$ cat src/mem_addr_defs.svh
// Constants for the memory/device address register group.
// Assumes inclusion by bare name; definitions only.
`ifndef MEM_ADDR_DEFS_SVH
`define MEM_ADDR_DEFS_SVH

// Wishbone register offsets (byte addresses)
`define OFS_CTRL        8'h00
`define OFS_ADDR_LOW    8'h04
`define OFS_BASE_ONE    8'h08
`define OFS_BASE_TWO    8'h0C
`define OFS_ADDR_OUT    8'h10
`define OFS_COUNT_LIT   8'h14

// Control register field positions
`define CTRL_BIT_BASE_TWO 0

// Reset values
`define RST_BYTE        8'h00
`define RST_CTRL        1'h0

`endif

$ cat src/mem_addr_pkg.sv
// Types for the memory/device address register group.
// Assumes nothing beyond a SystemVerilog compiler.
package mem_addr_pkg;
  typedef logic [7:0]  byte_t;
  typedef logic [15:0] word_t;
  typedef logic [31:0] bus_word_t;
  typedef logic [5:0]  bus_addr_t;
  typedef logic [3:0]  sel_t;
endpackage : mem_addr_pkg

$ cat src/memory_device_address_regs.sv
// Address-forming registers of the memory control unit: low address, two
// base registers, loop counter and literal byte, with a Wishbone slave view.
// Assumes one clock; the phase 3 clock arrives as a one-cycle enable.
//
// Functional notes
// [RULE1] Eight-bit low register forms low address byte
// [RULE2] Full address is base byte over low byte
// [RULE3] Low register holds, loads literal or shifter
// [RULE4] Low register loads only on phase 3
// [RULE5] First base register, eight bits wide
// [RULE6] First base loads shifter byte one on phase 3
// [RULE7] Second base loads shifter top byte
// [RULE8] Base strobes gate enables with phase 3
// [RULE9] Output picks first base unless base-two selected
// [RULE10] Output is memory or device address
// [RULE11] Output feeds Y multiplexer and memory path
// [RULE12] Base output bits feed port selector
// [RULE13] Count/literal word is counter over literal
// [RULE14] Counter holds, loads, or increments modulo 256
// [RULE15] Literal loads store bits 9-16 on transfer
// [RULE16] Address registers clear to zero at reset
//
// Decided for this implementation: the Wishbone interface to the registers and the register offsets.
`include "mem_addr_defs.svh"
`timescale 1ns/1ps
`default_nettype none

module memory_device_address_regs (
  // Clock and reset
  input  wire logic                     clk,
  input  wire logic                     rst_n,
  // Microcode control bits
  input  wire logic                     third_phase_clock,
  input  wire logic                     addr_low_load_en,
  input  wire logic                     addr_low_src_sel,
  input  wire logic                     base_one_load_en,
  input  wire logic                     base_two_load_en,
  input  wire logic                     count_load_en,
  input  wire logic                     count_inc_en,
  input  wire logic                     base_two_pick,
  input  wire logic                     immediate_load,
  input  wire mem_addr_pkg::word_t      micro_store,
  input  wire mem_addr_pkg::bus_word_t  barrel_shifter_out,
  // Address outputs
  output logic [15:0]                   output_select_bits,
  output logic [15:0]                   y_operand_addr,
  output logic [15:0]                   memory_addr,
  output logic [7:0]                    port_select_addr,
  output logic [7:0]                    device_addr,
  output logic [15:0]                   count_literal_word,
  output logic                          count_overflow,
  // Wishbone slave
  input  wire logic                     wb_cyc_i,
  input  wire logic                     wb_stb_i,
  input  wire logic                     wb_we_i,
  input  wire mem_addr_pkg::bus_addr_t  wb_adr_i,
  input  wire mem_addr_pkg::sel_t       wb_sel_i,
  input  wire mem_addr_pkg::bus_word_t  wb_dat_i,
  output logic [31:0]                   wb_dat_o,
  output logic                          wb_ack_o
);
  import mem_addr_pkg::*;

  //////////////////////////////////////////////////////////////////////////
  // Storage
  byte_t addr_low_reg;
  byte_t base_reg_one;
  byte_t base_reg_two;
  byte_t loop_count_reg;
  byte_t immediate_byte_reg;
  logic  sw_base_two_reg;
  logic  ovf_reg;
  logic  ack_reg;
  bus_word_t rdata_reg;

  //////////////////////////////////////////////////////////////////////////
  // Strobes and source selection
  wire   addr_low_strobe = addr_low_load_en & third_phase_clock;   // [RULE4]
  wire   base_one_strobe = base_one_load_en & third_phase_clock;   // [RULE8]
  wire   base_two_strobe = base_two_load_en & third_phase_clock;   // [RULE8]
  wire byte_t shifter_low  = barrel_shifter_out[7:0];
  wire byte_t shifter_next = barrel_shifter_out[15:8];
  wire byte_t shifter_top  = barrel_shifter_out[31:24];
  // Shared input select gates for low register and counter
  wire byte_t addr_low_from_immediate = immediate_byte_reg;
  wire byte_t shared_src = addr_low_src_sel ? shifter_low
                                            : addr_low_from_immediate; // [RULE3]
  wire   use_base_two = base_two_pick | sw_base_two_reg;
  wire byte_t base_pick = use_base_two ? base_reg_two : base_reg_one; // [RULE9]

  //////////////////////////////////////////////////////////////////////////
  // Bus decode
  wire       wb_req   = wb_cyc_i & wb_stb_i & ~ack_reg;
  wire [7:0] wb_ofs   = {wb_adr_i, 2'h0};
  // Control writes land at the edge where ack is seen high, while the master
  // still holds the request; ack stands one cycle, so one write per request
  wire       wr_ctrl  = wb_cyc_i & wb_stb_i & wb_we_i & ack_reg & wb_sel_i[0]
                        & (wb_ofs == `OFS_CTRL);
  wire       hit_ctrl = (wb_ofs == `OFS_CTRL);
  bus_word_t rd_mux;
  assign rd_mux =
    hit_ctrl                    ? {31'h0, sw_base_two_reg} :
    (wb_ofs == `OFS_ADDR_LOW)   ? {24'h0, addr_low_reg} :
    (wb_ofs == `OFS_BASE_ONE)   ? {24'h0, base_reg_one} :
    (wb_ofs == `OFS_BASE_TWO)   ? {24'h0, base_reg_two} :
    (wb_ofs == `OFS_ADDR_OUT)   ? {16'h0, output_select_bits} :
    (wb_ofs == `OFS_COUNT_LIT)  ? {15'h0, ovf_reg, count_literal_word} :
                                  32'h0;

  //////////////////////////////////////////////////////////////////////////
  // Low-address register; holds when not strobed
  always_ff @(posedge clk) begin
    if (!rst_n) begin
      addr_low_reg <= `RST_BYTE;                                   // [RULE16]
    end else if (addr_low_strobe) begin
      addr_low_reg <= shared_src;                                  // [RULE3]
    end
  end

  // Base registers load from their own shifter bytes
  always_ff @(posedge clk) begin
    if (!rst_n) begin
      base_reg_one <= `RST_BYTE;                                   // [RULE16]
      base_reg_two <= `RST_BYTE;
    end else begin
      if (base_one_strobe) base_reg_one <= shifter_next;           // [RULE6]
      if (base_two_strobe) base_reg_two <= shifter_top;            // [RULE7]
    end
  end

  // Loop counter: load overrides increment; wraps modulo 256
  always_ff @(posedge clk) begin
    if (!rst_n) begin
      loop_count_reg <= `RST_BYTE;
      ovf_reg        <= 1'b0;
    end else if (count_load_en) begin
      loop_count_reg <= shared_src;                                // [RULE14]
      ovf_reg        <= 1'b0;
    end else if (count_inc_en) begin
      loop_count_reg <= loop_count_reg + 8'h01;                    // [RULE14]
      if (loop_count_reg == 8'hFF) ovf_reg <= 1'b1;
    end
  end

  // Literal byte from store bits 9-16 (low byte of the store word)
  always_ff @(posedge clk) begin
    if (!rst_n) begin
      immediate_byte_reg <= `RST_BYTE;
    end else if (immediate_load) begin
      immediate_byte_reg <= micro_store[7:0];                      // [RULE15]
    end
  end

  // Wishbone slave: one ack per request, registered a cycle later, dropped next cycle
  always_ff @(posedge clk) begin
    if (!rst_n) begin
      ack_reg         <= 1'b0;
      rdata_reg       <= 32'h0;
      sw_base_two_reg <= `RST_CTRL;
    end else begin
      ack_reg   <= wb_req;
      rdata_reg <= rd_mux;
      if (wr_ctrl) sw_base_two_reg <= wb_dat_i[`CTRL_BIT_BASE_TWO];
    end
  end

  //////////////////////////////////////////////////////////////////////////
  // Outputs; the low byte always sits at the least significant end
  assign output_select_bits = {base_pick, addr_low_reg};           // [RULE1] [RULE2]
  assign y_operand_addr     = output_select_bits;                  // [RULE11]
  assign memory_addr        = output_select_bits;                  // [RULE10] [RULE11]
  assign device_addr        = addr_low_reg;                        // [RULE10]
  assign port_select_addr   = base_pick;                           // [RULE12] [RULE5]
  assign count_literal_word = {loop_count_reg, immediate_byte_reg};// [RULE13]
  assign count_overflow     = ovf_reg;
  assign wb_ack_o           = ack_reg;
  assign wb_dat_o           = rdata_reg;
endmodule : memory_device_address_regs
`default_nettype wire

$ cat config.mk
export PLATFORM = sky130hd
export DESIGN_NAME = memory_device_address_regs
export DESIGN_NICKNAME = d
export VERILOG_FILES = /design/src/mem_addr_pkg.sv /design/src/memory_device_address_regs.sv
export VERILOG_INCLUDE_DIRS = /design/src
export SDC_FILE = /design/constraint.sdc
export NUM_CORES = 1
export LEC_CHECK = 0
export BUFFER_PORTS_ARGS = -buffer_cell sky130_fd_sc_hd__buf_2
export CAP_MARGIN = 20
export CORE_MARGIN = 2
export CORE_UTILIZATION = 30
export DETAILED_ROUTE_END_ITERATION = 8
export GPL_ROUTABILITY_DRIVEN = 1
export PLACE_DENSITY = 0.72
export SLEW_MARGIN = 25
export SYNTH_ARGS = -nofsm -noshare
export SYNTH_HDL_FRONTEND = slang
export SYNTH_SLANG_ARGS = --single-unit
$ cat constraint.sdc
create_clock -name clk -period 1.3 [get_ports clk]
set_input_delay 0.195 -clock clk [delete_from_list [all_inputs] [get_ports clk]]
set_output_delay 0.195 -clock clk [all_outputs]
set_load 0.1 [all_outputs]
Yosys cells after proc, flatten, opt, wreduce, memory -nomap -nowiden --
Cells that the tools add are included.
Storage, ports and cells: bits in registers 75, memories kept 0, output and inout port bits 114, latch bits 0, bits in writable memories 0, logic and storage cells 51, bits in read-only memories 0, input port bits 104
Cells by class: reductions and logical operators 8, multipliers 0, divide/modulo/power cells 0, shifts and indexed selects 0, equality and inequality tests 6, muxes and demuxes 10, add/subtract/negate cells 1, bitwise logic cells 13, $lt $le $gt $ge 0
Operators with widths (number):
- 2-to-1 mux 8 bit | 7
- 2-to-1 mux 16 bit | 2
- == test 6 x 2 -> 1 bit, second input constant | 2
- == test 6 x 3 -> 1 bit, second input constant | 2
- AND 1 bit | 9
- adder 8 x 1 -> 8 bit, second input constant | 1
- == test 8 bit, second input constant | 1
- zero test 8 bit | 1
- OR reduction 7 bit | 1
- == test 6 x 1 -> 1 bit, second input constant | 1
- OR reduction 6 bit | 1
- OR reduction 5 bit | 1
- OR reduction 2 bit | 2
- NOT 1 bit | 3
- AND reduction 2 bit | 1
- nonzero test 2 bit | 1
- 2-to-1 mux 1 bit | 1
- OR 1 bit | 1

Longest topological paths before layout --
depth in word-level cells 7, gate-level depth with buffers 6, mapped depth without buffers 5

Worst setup path after synthesis --
No wires, ideal clock.
path kind reg2reg, start point register loop_count_reg[0], end point register loop_count_reg[6], cell stages (with the launch flop) 6, library setup time 0.116 ns, path slack -0.810 ns, arrival time 1.994 ns, cell sequence dfxtp_1 > ha_1 > and3_1 > nand4_1 > xnor2_1 > o211a_1
Between the ends: longest elaborated chain between the ends 3
RTL lines:
- start, declared | RTL line memory_device_address_regs.sv:69 | byte_t loop_count_reg;
- start signal, assigned | RTL line memory_device_address_regs.sv:134 | loop_count_reg <= `RST_BYTE;
- start signal, assigned | RTL line memory_device_address_regs.sv:137 | loop_count_reg <= shared_src;
- start signal, assigned | RTL line memory_device_address_regs.sv:140 | loop_count_reg <= loop_count_reg + 8'h01;
- adder 8 x 1 -> 8 bit | RTL line memory_device_address_regs.sv:140
- 2-to-1 mux 8 bit | RTL line memory_device_address_regs.sv:139 | end else if (count_inc_en) begin
- 2-to-1 mux 8 bit | RTL line memory_device_address_regs.sv:136 | end else if (count_load_en) begin
Every way passes these cells. The select of a mux whose other input is x is not followed. A chain may end at the register's enable or synchronous reset.

Final worst setup path --
start point register sw_base_two_reg, end point output port output_select_bits[9]
Between the ends: longest elaborated chain between the ends 2
RTL lines:
- start, declared | RTL line memory_device_address_regs.sv:71 | logic sw_base_two_reg;
- start signal, assigned | RTL line memory_device_address_regs.sv:159 | sw_base_two_reg <= `RST_CTRL;
- start signal, assigned | RTL line memory_device_address_regs.sv:163 | if (wr_ctrl) sw_base_two_reg <= wb_dat_i[`CTRL_BIT_BASE_TWO];
- OR 1 bit | RTL line memory_device_address_regs.sv:88 | wire use_base_two = base_two_pick | sw_base_two_reg;
- 2-to-1 mux 8 bit | RTL line memory_device_address_regs.sv:89 | wire byte_t base_pick = use_base_two ? base_reg_two : base_reg_one;
- end, declared | RTL line memory_device_address_regs.sv:45 | output logic [15:0] output_select_bits,
Every way passes these cells.

==> flow_summary.ini <==
[setup_path]
r2r-start = sw_base_two_reg
required_ps = 1110
cp_common_cell = buf_12
worst-r2r-setup-slack_ps = -240
path_buf_inv = 2
crit_fanout = 8
path_class = reg -> out
max_stage_delay_ps = 390
crit_chain = nor2_4 > buf_12 > mux2_4 > buf_12
reg2reg_to = wb_dat_o[10]
cp.arrival_ps = 1520
cpMaxStageDelayCell = mux2_4
path_delay_family = multiplexers
worst_setup_path_start_kind = flip-flop
reg2reg_depth = 7
worstSetupEndpointType = primary output

[sta]
period_share_pct = 132
setup_viol = 38
finalHoldViolations = 0
rsz0062_at_grt = yes
finalMaxSlewViolations = 0
worst_slack_ps = -410
clock_skew_ps = 12.0
clock.fmax_mhz = 585
period_minus_slack_ps = 1710

[placement]
routabilityCongestion = 0.913
postPlaceCellArea_mm2 = 0.00534
hpwl_mm = 8.36
dp_cells = 620
port_buffers = 152
dp_worst_setup_slack_ps = -260

[clocking]
path_clk_slew_ps = 70
clockBufferDepth = 2
tritoncts = done
cts_buffers = 9
htreeDepth = 3
clk_latency_ps = 340
clock_sinks = 60
ctsRootBufferMaster = clkbuf_8

[route]
wire_per_inst_um = 16.0
vias_per_cell = 4.83
dr.pass1.iters = 4
drtIter0Drc = 121
routed_wl_mm = 10.3
dr_total_vias = 3104
ant_nets = 0
drc_errors = 0

[yosys]
synth_fa_ha_area_share_pct = 0.378
synthMuxAreaShare_pct = 10.9
syn-mean-instance-area_um2 = 9.07
syn_inst = 365
synth_top_area_cell = dfxtp_1
async_reset_ff_share_pct = 0
synth_xor_area_share_pct = 1.32
synth_top_family_by_area = simple AND/OR/NAND/NOR gates
synth_edf_count = 0
yosys_warnings = 0
ys_seq_area_share_pct = 36.3
synth_compound_gate_area_share_pct = 16.7
ys_types = 42
synth_top_cells_by_area = dfxtp_1 (36%), buf_4 (14%), mux2_2 (5.8%), mux2i_1 (5.1%), nand2_1 (4.8%)
yosysTopAreaCellShare_pct = 36.3
synth_ff_type = dfxtp_1
netlist_area_mm2 = 0.00331
synth_simple_gate_area_share_pct = 17.6
synth-seq-cells = 60

[pwr]
fin_total_pwr_mw = 6.45
combPwrFrac_pct = 40.3
pwr-share-clk_pct = 28.3
leakagePower_nw = 2.54
p_switching_mw = 2.63
p_seq_share_pct = 31.3
swShare_pct = 40.7
power_density_mw_per_mm2 = 1140
ir_worst_vdd_mv = 0.689
intPower_mw = 3.83

[global_routing]
grt_overflow = 0
grt_use_total_pct = 17.5
grt_pass1_wl_mm = 15.9
grt_start_max_net_pins = 47
grt_pass1_vias = 3101
antenna_found_initial = 0

[hold_path]
hold_start = micro_store[2]
hold_depth = 3
min_path_type = in -> reg
holdPathEnd = addr_low_from_immediate[2]

[finish]
area_growth_pct = 71.1
largest_reg_flops = 17
finalInstanceArea_mm2 = 0.00567
layoutNonFillerInstCount = 643
drive_gt1_share_pct = 53.6
nFillCells = 920
layout.nets = 602

[job]
drv_cap = 0

[floorplan]
die_w_um = 109
fp.dieH_um = 109
initial_core_util_pct = 30.7
core_mm2 = 0.0108
io_pins = 218
die-area_mm2 = 0.0119
num_rows = 38

[outcome]
violations = setup timing
status = finished, violations left
[per-layer routing]
layer | global-route usage, % | part of all wire (%) | vias up | wire length (um)
li1 | - | - | 1475 | -
met1 | 20.3 | 39 | 1488 | 4070
met2 | 31.4 | 53 | 131 | 5470
met3 | 4.54 | 6.5 | 10 | 665
met4 | 5.40 | 1.0 | 0 | 108
met5 | 0 | 0 | - | 0
[what timing repair did]
| action | CTS | global route |
|---|---|---|
| hold buffers | 0 | 0 |
| buffers inserted | 3 | 3 |
| pin swaps | 6 | 1 |
| resized for setup | 12 | 5 |
| setup endpoints to repair | 47 | 48 |
[cell type report]
cell class | count | area [um^2] | share of cell area, %
timing repair buffer | 188 | 2310 | 40.9
multi-input combinational | 236 | 1690 | 29.8
sequential | 60 | 1260 | 22.2
tap | 140 | 175 | 3.09
clock buffer | 11 | 163 | 2.87
clock inverter | 5 | 53.8 | 0.950
inverter | 2 | 7.51 | 0.133
antenna | 1 | 2.50 | 0.0442
[worst max path at each step]
| stage | from | to | cells past startpoint |
|---|---|---|---|
| 2_1_floorplan | sw_base_two_reg | output_select_bits[10] | 3 |
| 3_3_place_gp | wb_adr_i[2] | wb_dat_o[4] | 5 |
| 3_5_place_dp | wb_adr_i[2] | wb_dat_o[4] | 5 |
| 4_1_cts | sw_base_two_reg | memory_addr[12] | 4 |
| 5_1_grt | sw_base_two_reg | memory_addr[12] | 4 |
| 6_report | sw_base_two_reg | output_select_bits[9] | 4 |
[tightest hold or removal path, stage by stage]
cell and delay, ps:
buf_2 70, mux2i_1 60, nor2b_1 90
[synthesized netlist by cell type (4+ instances only)]
master	instances
o211a_1	14
dfxtp_1	60
nand3_1	19
nor2b_1	9
clkbuf_1	13
nand4_1	5
a21oi_2	5
o21ai_0	8
nor2_1	12
mux2i_1	17
a21boi_0	16
nand2_1	42
buf_4	63
buf_2	4
xnor2_1	4
mux2_2	17
a21oi_1	8
nor3_4	4
a22oi_1	13
[per-stage QoR]
| step | TNS (ps) | hold slack, ps | utilization [%] |
|---|---|---|---|
| floorplan | -5670 | 345 | - |
| global placement | -3590 | 453 | 49.5 |
| detailed placement | -4760 | 459 | 49.5 |
| CTS | -14230 | 90.7 | 52.1 |
| global route | -15290 | 111 | 52.5 |
| finish | -13400 | 109 | 52.5 |
[logic make-up (layout without fill, tap and decap cells)]
group	count (synthesis)	after routing
AOI/OAI and AO/OA	72	72
adders and majority gates	1	1
muxes	34	34
other	1	16
and+or+nand+nor	109	109
xor gates and xnor gates	5	5
DFF	60	60
buffers and inverters	83	206
[power groups by stage]
stage | Sequential [mW] | Combinational [mW] | Clock [mW]
floorplan | 2.42 | 1.53 | 0
global placement | 2.06 | 2.56 | 0
detailed placement | 2.06 | 2.58 | 0
CTS | 2.02 | 2.61 | 1.87
global route | 2.03 | 2.69 | 1.93
finish | 2.02 | 2.60 | 1.83
[cell usage in the layout, fill, tap and decap left out, types with 9 or more instances in the layout]
cell type   n
mux2i_1    17
a21boi_0   16
nor2b_1     9
buf_4      36
buf_12     84
nand2_1    42
dfxtp_4    10
conb_1     15
o211a_1    14
mux2_2      9
buf_2      62
dfxtp_1    34
nand3_1    19
nor2_1     12
dfxtp_2    16
clkbuf_8   10
No activity file was read; power rests on OpenSTA's default activity.
